## config.mk

```make
export PLATFORM = sky130hd
export DESIGN_NAME = rsl_reset_source
export DESIGN_NICKNAME = d
export VERILOG_FILES = /design/src/shared/rsl_pkg.sv /design/src/rtl/rsl_reset_source.sv /design/src/rtl/rsl_flash_check.sv
export VERILOG_INCLUDE_DIRS = /design/src /design/src/shared
export SDC_FILE = /design/constraint.sdc
export NUM_CORES = 1
export LEC_CHECK = 0
export BUFFER_PORTS_ARGS = -buffer_cell sky130_fd_sc_hd__buf_2
export CORE_UTILIZATION = 50
export CTS_CLUSTER_SIZE = 25
export DETAILED_ROUTE_END_ITERATION = 10
export PLACE_DENSITY = 0.83
export RECOVER_POWER = 25
export SYNTH_ARGS = -nofsm -noshare
export SYNTH_HDL_FRONTEND = slang
export SYNTH_SLANG_ARGS = --single-unit
```

## constraint.sdc

```tcl
create_clock -name core_clk -period 4.7 [get_ports core_clk]
set_input_delay 0.94 -clock core_clk [delete_from_list [all_inputs] [get_ports core_clk]]
set_output_delay 0.94 -clock core_clk [all_outputs]
set_load 0.1 [all_outputs]
```

## src/shared/rsl_defines.svh

```systemverilog
`ifndef RSL_DEFINES_SVH
`define RSL_DEFINES_SVH

// reset source register bit positions
`define RSL_BIT_COMPARATOR 5
`define RSL_BIT_WATCHDOG 3
`define RSL_BIT_SOFTWARE 4
`define RSL_BIT_FLASH_ERROR 6
`define RSL_SRC_WIDTH 8
// last legal user code address
`define RSL_USER_CODE_LIMIT 16'h3dff
// internal reset hold time in ns, and derived cycles at 200 MHz
`define RSL_CLK_PERIOD_NS 5
`define RSL_HOLD_NS 80
`define RSL_HOLD_CYCLES ((`RSL_HOLD_NS + `RSL_CLK_PERIOD_NS - 1) / `RSL_CLK_PERIOD_NS)
`define RSL_CNT_WIDTH 8

`endif

```

## src/shared/rsl_pkg.sv

```systemverilog
package rsl_pkg;
   // reset sequencer states, one-hot
   typedef enum logic [1:0] {
      RSL_RUN = 2'b01,
      RSL_HOLD = 2'b10
   } rsl_state_t;

   // which cause fired
   typedef enum logic [3:0] {
      RSL_CAUSE_NONE = 4'h0,
      RSL_CAUSE_COMP = 4'h1,
      RSL_CAUSE_WDOG = 4'h2,
      RSL_CAUSE_FLASH = 4'h4,
      RSL_CAUSE_SOFT = 4'h8
   } rsl_cause_t;
endpackage : rsl_pkg

```

## src/rtl/rsl_reset_source.sv

```systemverilog
// Operation
// - enable flag makes comparator a reset source
// - noninverting below inverting input causes reset
// - comparator flag reads one only after comparator
// - internal resets never drive external pin
// - watchdog expiry resets and sets bit three
// - enabled data-move write above limit resets
// - code-move read above limit resets
// - branch fetch above limit resets
// - security-forbidden flash access resets
// - flash error reset sets bit six
// - software flag write forces reset, reads one
// - store-write enable steers data-move writes to flash
`timescale 1ns/1ps
`include "rsl_defines.svh"

module rsl_reset_source
   import rsl_pkg::*;
#(
   parameter int HOLD_CYCLES = `RSL_HOLD_CYCLES
) (
   input wire logic core_clk,
   input wire logic rstn,
   input wire logic comparator_out,
   input wire logic comparator_reset_enable_flag,
   input wire logic watchdog_expired,
   input wire logic software_reset_write,
   input wire logic [15:0] access_addr,
   input wire logic data_move_write,
   input wire logic code_move_read,
   input wire logic branch_fetch,
   input wire logic program_store_write_enable,
   input wire logic security_violation,
   output logic flash_write_redirect,
   output logic system_reset,
   output logic [7:0] reset_source_register,
   output logic ext_reset_pin_oe
);
   // all sequencer state in one word, so reset and next value cannot drift apart
   typedef struct packed {
      rsl_state_t state;
      logic [`RSL_CNT_WIDTH-1:0] count;
      logic [`RSL_SRC_WIDTH-1:0] source;
      logic reset_out;
      logic redirect;
   } rsl_regs_t;

   rsl_regs_t state_reg;
   rsl_regs_t state_next;
   logic flash_error;
   logic comp_fire;
   rsl_cause_t cause;

   // range and lock checks stay combinational so the cause is taken in its own cycle
   rsl_flash_check u_flash_check (
      .access_addr(access_addr),
      .data_move_write(data_move_write),
      .code_move_read(code_move_read),
      .branch_fetch(branch_fetch),
      .program_store_write_enable(program_store_write_enable),
      .security_violation(security_violation),
      .flash_error(flash_error)
   );

   // comparator output low means noninverting input is below inverting
   assign comp_fire = comparator_reset_enable_flag && !comparator_out;

   // priority when causes collide: comparator, watchdog, flash, software
   always_comb begin
      if (comp_fire) begin
         cause = RSL_CAUSE_COMP;
      end else if (watchdog_expired) begin
         cause = RSL_CAUSE_WDOG;
      end else if (flash_error) begin
         cause = RSL_CAUSE_FLASH;
      end else if (software_reset_write) begin
         cause = RSL_CAUSE_SOFT;
      end else begin
         cause = RSL_CAUSE_NONE;
      end
   end

   // sequencer: causes are ignored during hold so the first cause stays recorded
   always_comb begin
      state_next = state_reg;
      state_next.redirect = program_store_write_enable && data_move_write;
      case (state_reg.state)
         RSL_RUN: begin
            if (cause != RSL_CAUSE_NONE) begin
               state_next.state = RSL_HOLD;
               state_next.count = `RSL_CNT_WIDTH'(HOLD_CYCLES - 1);
               state_next.reset_out = 1'b1;
               state_next.source = '0;
               state_next.source[`RSL_BIT_COMPARATOR] = (cause == RSL_CAUSE_COMP);
               state_next.source[`RSL_BIT_WATCHDOG] = (cause == RSL_CAUSE_WDOG);
               state_next.source[`RSL_BIT_FLASH_ERROR] = (cause == RSL_CAUSE_FLASH);
               state_next.source[`RSL_BIT_SOFTWARE] = (cause == RSL_CAUSE_SOFT);
            end
         end
         RSL_HOLD: begin
            if (state_reg.count == '0) begin
               state_next.state = RSL_RUN;
               state_next.reset_out = 1'b0;
            end else begin
               state_next.count = state_reg.count - 1'b1;
            end
         end
         default: begin
            state_next.state = RSL_RUN;
            state_next.reset_out = 1'b0;
         end
      endcase
   end

   // state register
   always_ff @(posedge core_clk or negedge rstn) begin
      if (!rstn) begin
         state_reg <= '{state: RSL_RUN, count: '0, source: '0, reset_out: 1'b0,
                        redirect: 1'b0};
      end else begin
         state_reg <= state_next;
      end
   end

   assign system_reset = state_reg.reset_out;
   assign reset_source_register = state_reg.source;
   assign flash_write_redirect = state_reg.redirect;
   // internal causes never drive the external reset pin
   assign ext_reset_pin_oe = 1'b0;
endmodule : rsl_reset_source

```

## src/rtl/rsl_flash_check.sv

```systemverilog
`timescale 1ns/1ps
`include "rsl_defines.svh"

// combinational detector of illegal program memory accesses
module rsl_flash_check
   import rsl_pkg::*;
#(
   parameter logic [15:0] USER_CODE_LIMIT = `RSL_USER_CODE_LIMIT
) (
   input wire logic [15:0] access_addr,
   input wire logic data_move_write,
   input wire logic code_move_read,
   input wire logic branch_fetch,
   input wire logic program_store_write_enable,
   input wire logic security_violation,
   output logic flash_error
);
   function automatic logic above_user(input logic [15:0] a);
      above_user = a > USER_CODE_LIMIT;
   endfunction : above_user

   // a data-move write only lands in flash while store-write is enabled
   always_comb begin
      flash_error = (data_move_write && program_store_write_enable && above_user(access_addr))
         || (code_move_read && above_user(access_addr))
         || (branch_fetch && above_user(access_addr))
         || security_violation;
   end
endmodule : rsl_flash_check

```

### Word level (Yosys, flattened, before mapping)

Index checks and enable logic that the tools add are counted.

* equal/unequal tests: 9
* add/subtract/negate cells: 1
* mux-type cells: 11
* reduce and logical (&&, ||, !) cells: 15
* order comparisons: 1

Operators with widths (count)
* 19-bit two-way mux: 1
* 16-bit by 14-bit > comparator with 1-bit output (second input constant): 1
* 4-bit two-way mux: 4
* 8-bit one-hot mux with 2 select lines: 1
* 8-bit logical NOT: 1
* 8-bit two-way mux: 1
* 8-bit by 1-bit subtractor with 8-bit output (second input constant): 1
* 2-bit inequality test (second input constant): 3
* 1-bit logical AND: 5
* 4-bit by 1-bit equality test with 1-bit output (second input constant): 1
* 4-bit by 2-bit equality test with 1-bit output (second input constant): 1
* 4-bit by 3-bit equality test with 1-bit output (second input constant): 1
* 4-bit equality test (second input constant): 1
* 2-bit one-hot mux with 2 select lines: 1
* 2-bit AND reduction: 2
* 4-bit nonzero test: 1
* 1-bit logical OR: 3
* 3-bit AND reduction: 1
* 2-bit by 1-bit equality test with 1-bit output (second input constant): 1
* 2-bit equality test (second input constant): 1
* 2-bit two-way mux: 1
* 1-bit one-hot mux with 2 select lines: 1
* 2-bit nonzero test: 1
* 1-bit logical NOT: 1
* 1-bit two-way mux: 1

* register bits: 16
* logic and storage cells: 42

### Logic depth before layout (Yosys ltp)

Gate-level depths: netlist (run 1).

* depth in word-level cells: 11
* depth in mapped cells: 6

### Hierarchy

A second synthesis (run 1) with hierarchy kept.

* cells, all modules: 86
* area, all modules: 860.8 um^2

By module, submodules not included
* rsl_reset_source: cells an instance 81, area an instance 824.5 um^2, instances 1
* rsl_flash_check: cells an instance 5, area an instance 36.3 um^2, instances 1

### Least setup slack after synthesis (run 1)

Ideal clock, no wire load.

* path kind: register -> register
* from: register state_reg[19] (netlist name)
* to: register state_reg[15] (netlist name)
* path slack: 2.517 ns
* clock period less this slack: 2.183 ns
* arrival time: 2.105 ns
* stages on the path, launching flop included: 5
* data required time: 4.623 ns
* cells stage by stage: dfrtp_1 nor4b_1 o211ai_1 or4_2 a21oi_1

* word-level cells in the longest chain between the ends: 3
* elaborated cells between the ends (all ways): 7
* those cells by class: eq/ne: 4; mux: 1; reduce/logical: 2

RTL lines
* start: declaration: line rsl_reset_source.sv:48 `rsl_regs_t state_reg;`
* start signal: assignment: line rsl_reset_source.sv:118 `state_reg <= '{state: RSL_RUN, count: '0, source: '0, reset_out: 1'b0,`
* start signal: assignment: line rsl_reset_source.sv:121 `state_reg <= state_next;`
* 2-bit equality test / 2-bit by 1-bit equality test with 1-bit output (equally long branches): line rsl_reset_source.sv:87 `case (state_reg.state)`
* 2-bit inequality test (no line) / 2-bit nonzero test (equally long branches)
* 3-bit AND reduction (no line)

Several ways; a longest one is shown, not always the timed one.
A chain may end at the register's enable or synchronous reset.

### Final worst setup path (run 1)

* from: input port access_addr[9]
* to: register state_reg (netlist bit reset_source_register[5])

* word-level cells in the longest chain between the ends: 10
* elaborated cells between the ends (all ways): 13
* those cells by class: order compare: 1; eq/ne: 1; mux: 3; reduce/logical: 8

RTL lines
* start: declaration: line rsl_reset_source.sv:28 `input wire logic [15:0] access_addr,`
* 16-bit by 14-bit > comparator with 1-bit output *: line rsl_flash_check.sv:19 `above_user = a > USER_CODE_LIMIT;`
* 1-bit logical AND, on equally long branches: line rsl_flash_check.sv:24, rsl_flash_check.sv:25
* 1-bit logical OR: line rsl_flash_check.sv:25 `|| (code_move_read && above_user(access_addr))`
* 1-bit logical OR *: line rsl_flash_check.sv:26 `|| (branch_fetch && above_user(access_addr))`
* 1-bit logical OR *: line rsl_flash_check.sv:27 `|| security_violation;`
* 4-bit two-way mux *: line rsl_reset_source.sv:74 `end else if (flash_error) begin`
* 4-bit two-way mux *: line rsl_reset_source.sv:72 `end else if (watchdog_expired) begin`
* 4-bit two-way mux *: line rsl_reset_source.sv:70 `if (comp_fire) begin`
* 4-bit nonzero test: line rsl_reset_source.sv:89 `if (cause != RSL_CAUSE_NONE) begin`
* 2-bit AND reduction (no line)

Mark *: on every way between the ends. The rest lies on a longest branch, timed or not.

==> results of run 1 <==
## power groups by stage
stage          clock [uW]  combinational (uW)  sequential [uW]
3_5_place_dp            0                48.6              134
5_1_grt              80.6                50.7              131
2_1_floorplan           0                37.0              137
4_1_cts              76.1                48.7              131
6_report             72.8                48.5              131
3_3_place_gp            0                47.8              134
## through the flow
stage / utilization [%] / cells / setup WS [ns] / instance area (um^2)
floorplan: - / 94 / 2.52 / 912
global placement: 61.5 / 130 / 2.37 / 981
detailed placement: 61.5 / 130 / 2.33 / 981
CTS: 63.2 / 134 / 2.63 / 1010
global route: 63.1 / 134 / 2.56 / 1010
finish: 63.1 / 134 / 2.62 / 1010
## cell families after synthesis
logic type / synth area share [%]
XOR/XNOR: 1.95
buffers and inverters: 10.6
adder cells (fa/ha/maj): 2.79
other: 0.418
AO/OA/AOI/OAI: 22.5
multiplexers: 1.12
AND/OR/NAND/NOR: 18.7
flip-flops: 42.0
## cells in the mapped netlist, drive strengths merged, types with 2 or more instances
cell type / number
inv: 5
ha: 2
or3: 4
or4: 2
o31ai: 5
nand2: 6
nand2b: 2
a21oi: 4
buf: 10
o211ai: 3
nor2b: 3
nor3: 2
a211oi: 2
nor2: 2
dfrtp: 14
nor3b: 2
o21ai: 4
xor2: 2
a22o: 3
## metal layers
metal | track usage, % | routed length, um | part of all wire [%] | vias up
met1 | 23.0 | 761 | 44 | 354
met5 | 0 | 0 | 0 | -
li1 | - | - | - | 355
met3 | 7.35 | 70 | 4.1 | 5
met4 | 8.48 | 23 | 1.3 | 0
met2 | 29.7 | 867 | 50 | 17
## final timing paths
check / start / end / cells after the start
setup / recovery: access_addr[9] / reset_source_register[5] / 5
hold / removal: state_reg[10] / state_reg[10] / 1
setup reg to reg: state_reg[13] / state_reg[11] / 4
hold reg to reg: state_reg[10] / state_reg[10] / 1
max in group asynchronous: rstn / state_reg[19] / 1
min in group asynchronous: rstn / state_reg[15] / 1
## area by class of cell
type                            count  share of cell area [%]
Inverter                            5                    1.87
Timing Repair Buffer               23                    11.3
Clock buffer                        4                    2.61
Tap cell                           24                    2.99
Sequential cell                    15                    37.4
Multi-Input combinational cell     63                    43.8
## cells in the final DEF (no fill, tap or decap), types with 2 or more instances in the layout
| cell | Yosys | final |
|---|---|---|
| conb_1 | 1 | 5 |
| o211ai_1 | 3 | 3 |
| ha_1 | 2 | 2 |
| or3_2 | 2 | 2 |
| buf_2 | 1 | 22 |
| a21oi_1 | 4 | 4 |
| a211oi_1 | 2 | 2 |
| nand2b_1 | 2 | 2 |
| clkbuf_4 | 0 | 3 |
| nor2b_1 | 3 | 3 |
| xor2_1 | 2 | 2 |
| nor2_1 | 2 | 2 |
| o21ai_0 | 4 | 4 |
| clkbuf_1 | 1 | 2 |
| dfrtp_1 | 14 | 14 |
| inv_1 | 5 | 5 |
| nand2_1 | 6 | 6 |
| nor3_1 | 2 | 2 |
| a22o_1 | 3 | 3 |
| or3_1 | 2 | 2 |
| o31ai_1 | 4 | 4 |
## critical path: stages
cell and delay [ns]:
buf_2 0.08, a211oi_1 0.08, o31ai_1 0.71, o21ai_0 0.23, a22o_1 0.22
==> impl_metrics.py, run 1 <==
metrics = {
    "die": {
        "die_y_um": 44.4,
        "io_pins": 38,
        "core_mm2": 0.00159,
        "num_rows": 14,
        "die_area_mm2": 0.00197,
        "start_util_pct": 56.3,
        "die_w_um": 44.4,
    },
    "route": {
        "drtPass1Iterations": 4,
        "wirelength_um": 1720,
        "drt_iter0_markers": 14,
        "drc": 0,
        "viasPerCell": 5.46,
        "dr_total_vias": 731,
        "postRouteAntennaNets": 0,
        "wl_per_cell_um": 12.9,
    },
    "place": {
        "port_buffers": 23,
        "gp_congestion": 0.767,
        "hpwl_um": 1330,
    },
    "cells_and_area": {
        "fillCellCount": 129,
        "diodes": 0,
        "final_net_count": 140,
        "largest_reg_flops": 10,
        "drive_above_1_share_pct": 29.1,
        "area_growth_pct": 12.1,
        "multi_input_comb_area_um2": 440,
        "seqCellArea_um2": 377,
    },
    "setup_path": {
        "critPathKind": "in2reg",
        "worstPathArrival_ns": 2.26,
        "r2r_slack_ns": 2.68,
        "critical_path.max_fanout": 7,
        "required_ns": 4.88,
        "critPathCaptureType": "register",
        "start_kind": "primary input",
    },
    "pwr": {
        "combPwrFrac_pct": 19.2,
        "powerDensity_mw_per_mm2": 251,
        "power.total_uw": 253,
        "power.net_switching_uw": 80.4,
        "clkPwrFrac_pct": 28.8,
        "intPower_uw": 172,
        "irDropWorstVdd_mv": 0.175,
        "p_leak_uw": 0.000424,
        "seqPwrFrac_pct": 52.0,
        "p_sw_share_pct": 31.8,
    },
    "synth": {
        "netlist_area_um2": 897,
        "yosysSeqAreaShare_pct": 42.0,
        "synth_top_area_share_pct": 39.1,
        "synth_flop_cell": "dfrtp_1",
        "ys_ff_latch": 15,
        "yosys_warnings": 0,
        "syn_area_per_cell_um2": 9.97,
        "async_flop_share_pct": 100,
        "synth-edff-count": 0,
        "syn_inst": 90,
        "synth_cell_types": 37,
        "synth_top_cell_by_area": "dfrtp_1",
        "synthTopCellsByArea": "dfrtp_1 39%, buf_4 7.5%, o31ai_1 3.3%, dfstp_2 2.9%, a22o_1 2.9%",
    },
    "cts": {
        "htreeDepth": 1,
        "cts_tree": "yes",
        "cts_resized": 0,
        "clk_pin_slew_ns": 0.09,
        "worstSkewPairLatency_ns": 0.28,
        "postCtsSetupRepairBufs": 0,
        "ctsHoldBuffers": 0,
        "clk_path_buf_depth": 2,
        "clockRootBuffer": "clkbuf_4",
        "cts.sinks": 15,
        "cts-buffers-inserted": 3,
    },
    "global_routing": {
        "gr-usage-all-layers_pct": 18.9,
        "grt_overflow": 0,
        "grt_first_pass_wirelength_um": 2620,
        "grt_max_degree": 16,
        "antenna_found_initial": 0,
        "grt_pass1_vias": 611,
    },
    "run_status": {
        "outcome": "finished clean",
    },
    "timing": {
        "drv_slew": 0,
        "fin_skew_ns": 0.00579,
        "timing.fmax_ghz": 0.482,
        "setup-tns-final_ns": 0,
        "holdWs_ns": 0.496,
        "finalHoldViolCount": 0,
        "setup_viol": 0,
        "min_period_ns": 2.08,
        "slew_headroom_pct": 45.5,
        "min_period_over_period_pct": 44.2,
        "rsz0062_at_grt": "false",
        "worst_pin_slew_ns": 0.811,
    },
    "run": {
        "max_cap_violations": 0,
    },
    "min_path": {
        "hp-class": "reg2reg",
    },
}
Power figures use the tool's default switching activity.
==> inputs of run 2 (changes only) <==
Settings changed: CORE_UTILIZATION 50 to 46, PLACE_DENSITY 0.83 to 0.77.
Clock period 4.7 ns to 2.11 ns, I/O delays scaled along.
==> run 2 against run 1 <==
Effect of this change: first-iteration DRC count rose by 64%; global-route usage rose by 0.98 points; worst hold slack got worse by 0.32 ns; register-to-register slack got worse by 2.5 ns; design area rose by 1.0%; wire length rose by 3.9%; total power rose by 130%; clock skew fell by 0.0041 ns.
==> impl_metrics.py, run 2 (same netlist as run 1, synthesis figures left out) <==
metrics = {
    "cells_and_area": {
        "area_growth_pct": 13.2,
        "drive_above_1_share_pct": 30.6,
        "multi_input_comb_area_um2": 440,
        "layout_commonest_cell": "buf_2",
        "fillCellCount": 161,
        "diodes": 0,
        "final_util_pct": 57.0,
        "final_net_count": 141,
        "largest_reg_flops": 10,
        "seqCellArea_um2": 378,
        "final_area_mm2": 0.00102,
        "most-common-layout-cells": "22 x buf_2, 13 x dfrtp_1, 6 x nand2_1, 5 x inv_1, 5 x conb_1",
    },
    "cts": {
        "cts_resized": 0,
        "postCtsSetupRepairBufs": 0,
        "worstSkewPairLatency_ns": 0.29,
        "htreeDepth": 1,
        "ctsHoldBuffers": 0,
        "clk_path_buf_depth": 2,
        "clockRootBuffer": "clkbuf_4",
        "cts_tree": "yes",
        "cts.sinks": 15,
        "cts-buffers-inserted": 3,
        "clk_pin_slew_ns": 0.09,
    },
    "route": {
        "viasPerCell": 5.26,
        "postRouteAntennaNets": 0,
        "wirelength_um": 1790,
        "dr_total_vias": 715,
        "wl_per_cell_um": 13.2,
        "drt_iter0_markers": 23,
        "drc": 0,
        "drtPass1Iterations": 4,
    },
    "setup_path": {
        "critical_path.max_fanout": 6,
        "r2r_slack_ns": 0.13,
        "start_kind": "register",
        "critPathCaptureType": "register",
        "worstPathArrival_ns": 2.20,
        "critPathKind": "reg2reg",
        "required_ns": 2.33,
    },
    "die": {
        "die_area_mm2": 0.00213,
        "core_mm2": 0.00178,
        "die_y_um": 46.2,
        "num_rows": 15,
        "die_w_um": 46.2,
        "io_pins": 38,
        "start_util_pct": 50.3,
    },
    "timing": {
        "setup_viol": 0,
        "finalHoldViolCount": 0,
        "holdWs_ns": 0.176,
        "setup-tns-final_ns": 0,
        "fin_skew_ns": 0.00172,
        "timing.fmax_ghz": 0.506,
        "drv_slew": 0,
        "worst_pin_slew_ns": 0.817,
        "min_period_ns": 1.98,
        "rsz0062_at_grt": "false",
        "slew_headroom_pct": 45.1,
        "min_period_over_period_pct": 93.7,
    },
    "global_routing": {
        "grt_first_pass_wirelength_um": 2850,
        "gr-usage-all-layers_pct": 19.9,
        "grt_pass1_vias": 605,
        "grt_max_degree": 16,
        "antenna_found_initial": 0,
        "grt_overflow": 0,
    },
    "min_path": {
        "hp-class": "in2async",
    },
    "place": {
        "hpwl_um": 1350,
        "gp_congestion": 0.826,
        "place_area_um2": 991,
        "port_buffers": 23,
    },
    "pwr": {
        "irDropWorstVdd_mv": 0.419,
        "powerDensity_mw_per_mm2": 564,
        "p_leak_uw": 0.000428,
        "power.total_uw": 573,
    },
    "run_status": {
        "outcome": "finished clean",
    },
    "run": {
        "max_cap_violations": 0,
    },
}
run 2: cell types whose count changed in the layout (fill, tap and decap cells not counted):
cell,previous run,this run
dfrtp_1,14,13
dfrtp_2,0,1
buf_4,0,1
run 2: path summary, 6_finish.rpt:
check,startpoint,to,depth (start not counted)
worst max-delay path,state_reg[16],state_reg[11],4
worst min-delay path,rstn,reset_source_register[5],1
worst max register to register,state_reg[16],state_reg[11],4
worst min register to register,state_reg[10],state_reg[10],1
max in group asynchronous,rstn,state_reg[19],1
min in group core_clk,data_move_write,flash_write_redirect,2
run 2: final cells by class:
| class | count | area share (%) |
|---|---|---|
| Multi-Input combinational cell | 63 | 43.3 |
| Tap cell | 25 | 3.08 |
| Sequential cell | 15 | 37.2 |
| Clock buffer | 4 | 2.59 |
| Timing Repair Buffer | 24 | 11.9 |
| Inverter | 5 | 1.85 |
run 2: layer usage:
metal / wire, um / part of all wire, % / global-route usage [%] / vias up
met5: 0 / 0 / 0 / -
met4: 38 / 2.1 / 10.6 / 0
met3: 46 / 2.6 / 5.88 / 6
met2: 869 / 49 / 29.3 / 15
met1: 836 / 47 / 26.0 / 335
li1: - / - / - / 359
run 2: where the power goes:
group	leakage [uW]	switching (uW)	internal, uW
logic	0.000236	88.3	19.0
registers	0.000177	1.41	291
clock network	0.0000150	100	73.7
run 2: through the flow:
stage,std cells,worst slack (ns)
finish,136,0.133
global route,136,0.0292
CTS,136,0.113
detailed placement,132,0.142
global placement,132,0.187
floorplan,94,0.205
run 2: worst max-delay path: stages, from the launching register on:
cell	delay, ns
dfrtp_1	0.40
or4_1	0.67
o31ai_4	0.31
nor3b_4	0.31
mux2i_1	0.22
==> inputs of run 3 (changes only) <==
Settings changed: HOLD_SLACK_MARGIN set to 0.02, SETUP_SLACK_MARGIN set to 0.5.
==> run 3 against run 2 <==
Effect of this change: core utilization rose by 6.7 points; setup slack improved by 0.22 ns; via count is 9.4% higher; clock power shrank 5%; flip-flop and latch count did not move; die area stayed put; design area up 12%; worst hold slack better by 0.013 ns; register-to-register slack improved by 0.22 ns; critical path type unchanged; critical endpoint is now state_reg[10].
==> impl_metrics.py, run 3 (same netlist as run 1, synthesis figures left out) <==
metrics = {
    "cells_and_area": {
        "area_growth_pct": 26.6,
        "final_area_mm2": 0.00114,
        "drive_above_1_share_pct": 45.5,
        "layout_commonest_cell": "buf_2",
        "diodes": 0,
        "most-common-layout-cells": "22 x buf_2, 12 x dfrtp_1, 11 x buf_4, 6 x nand2_1, 5 x conb_1",
        "final_net_count": 151,
        "largest_reg_flops": 10,
    },
    "pwr": {
        "irDropWorstVdd_mv": 0.316,
        "p_leak_uw": 0.000497,
        "clkPwrFrac_pct": 29.4,
        "intPower_uw": 383,
        "p_sw_share_pct": 32.2,
        "seqPwrFrac_pct": 51.8,
        "combPwrFrac_pct": 18.9,
        "powerDensity_mw_per_mm2": 498,
        "power.net_switching_uw": 182,
    },
    "global_routing": {
        "grt_busiest_layer": "met2",
        "grt_first_pass_wirelength_um": 3130,
        "met1_usage_pct": 27.8,
        "grt_overflow": 0,
        "grt_max_degree": 16,
        "gr-usage-all-layers_pct": 21.7,
        "gr-usage-met3_pct": 4.31,
        "antenna_found_initial": 0,
        "grt_pass1_vias": 684,
        "use_met2_pct": 32.4,
    },
    "setup_path": {
        "crit_end": "state_reg[10]",
        "r2r_slack_ns": 0.35,
        "worst_r2r_endpoint": "state_reg[10]",
        "worstReg2RegStart": "state_reg[16]",
        "worstPathArrival_ns": 1.94,
        "crit_chain": "or4_4, o31ai_4, nor3b_4, buf_4, o21ai_1",
        "slowest_delay_ns": 0.58,
        "cp_slowest_cell": "or4_4",
        "critPathKind": "reg2reg",
        "cp.buffers_inverters": 1,
        "start_kind": "register",
        "cp.depth": 5,
        "cp_top_family": "simple AND/OR/NAND/NOR gates",
        "critPathCaptureType": "register",
        "startpoint": "state_reg[16]",
        "required_ns": 2.29,
        "critical_path.max_fanout": 4,
        "r2r_cells": 5,
    },
    "place": {
        "gp_congestion": 0.738,
        "place_area_mm2": 0.00100,
        "hpwl_um": 1300,
        "dp_slack_ns": 0.206,
        "port_buffers": 23,
    },
    "run": {
        "max_cap_violations": 0,
    },
    "cts": {
        "ctsHoldBuffers": 0,
        "worstSkewPairLatency_ns": 0.28,
        "clk_path_buf_depth": 2,
        "cts_tree": "yes",
        "htreeDepth": 1,
        "clockRootBuffer": "clkbuf_4",
        "cts.sinks": 15,
        "cts-buffers-inserted": 3,
        "clk_pin_slew_ns": 0.09,
    },
    "timing": {
        "timing.fmax_ghz": 0.568,
        "min_period_ns": 1.76,
        "rsz0062_at_grt": "true",
        "drv_slew": 0,
        "finalHoldViolCount": 0,
        "holdWs_ns": 0.189,
        "min_period_over_period_pct": 83.5,
        "fin_skew_ns": 0.00181,
        "worst_slack_ns": 0.348,
        "setup-tns-final_ns": 0,
        "worst_pin_slew_ns": 0.792,
        "slew_headroom_pct": 47.2,
        "setup_viol": 0,
    },
    "die": {
        "die_w_um": 46.2,
        "io_pins": 38,
        "core_mm2": 0.00178,
        "die_y_um": 46.2,
        "num_rows": 15,
        "die_area_mm2": 0.00213,
        "start_util_pct": 50.3,
    },
    "route": {
        "viasPerCell": 5.36,
        "postRouteAntennaNets": 0,
        "wirelength_um": 1900,
        "drc": 0,
        "drtPass1Iterations": 4,
        "wl_per_cell_um": 13.0,
        "drt_iter0_markers": 13,
        "dr_total_vias": 782,
    },
    "min_path": {
        "hp-class": "in2async",
    },
    "run_status": {
        "outcome": "finished clean",
    },
}
## run 3: metrics by stage
| stage | util [%] | cells | total power, uW |
|---|---|---|---|
| floorplan | - | 94 | 388 |
| global placement | 56.2 | 132 | 404 |
| detailed placement | 56.2 | 132 | 406 |
| CTS | 63.8 | 146 | 572 |
| global route | 63.7 | 146 | 590 |
| finish | 63.7 | 146 | 565 |
## run 3: per-layer routing
layer / wire length (um) / vias up
met5: 0 / -
li1: - / 383
met4: 63 / 0
met3: 62 / 6
met1: 850 / 372
met2: 925 / 21
## run 3: worst min path at each step
stage | cells after the start | slack (ns) | from | to
finish | 1 | 0.19 | rstn | reset_source_register[5]
global placement | 1 | 0.34 | rstn | state_reg[13]
CTS | 1 | 0.03 | rstn | state_reg[13]
detailed placement | 1 | 0.34 | rstn | state_reg[13]
global route | 1 | 0.25 | rstn | reset_source_register[5]
floorplan | 0 | 0.13 | rstn | flash_write_redirect
## run 3: repair_timing
action,in CTS,in global routing
setup buffers,10,0
pin swaps,6,2
resized for setup,10,3
endpoints found under the setup margin,10,10
cloned,0,0
## run 3: power groups by stage
stage,clock [uW],sequential (uW),combinational [uW]
after floorplan,0,305,82.4
after global placement,0,298,106
after detailed placement,0,298,107
after CTS,171,293,108
after global routing,184,293,113
final,166,293,107
## run 3: area by class of cell
cell class              count  area, um^2
multi-input cells          63         482
repair buffers             34         196
flip-flops and latches     15         382
well taps                  25        31.3
clock buffers               4        26.3
inverters                   5        18.8
fillers                   144         647
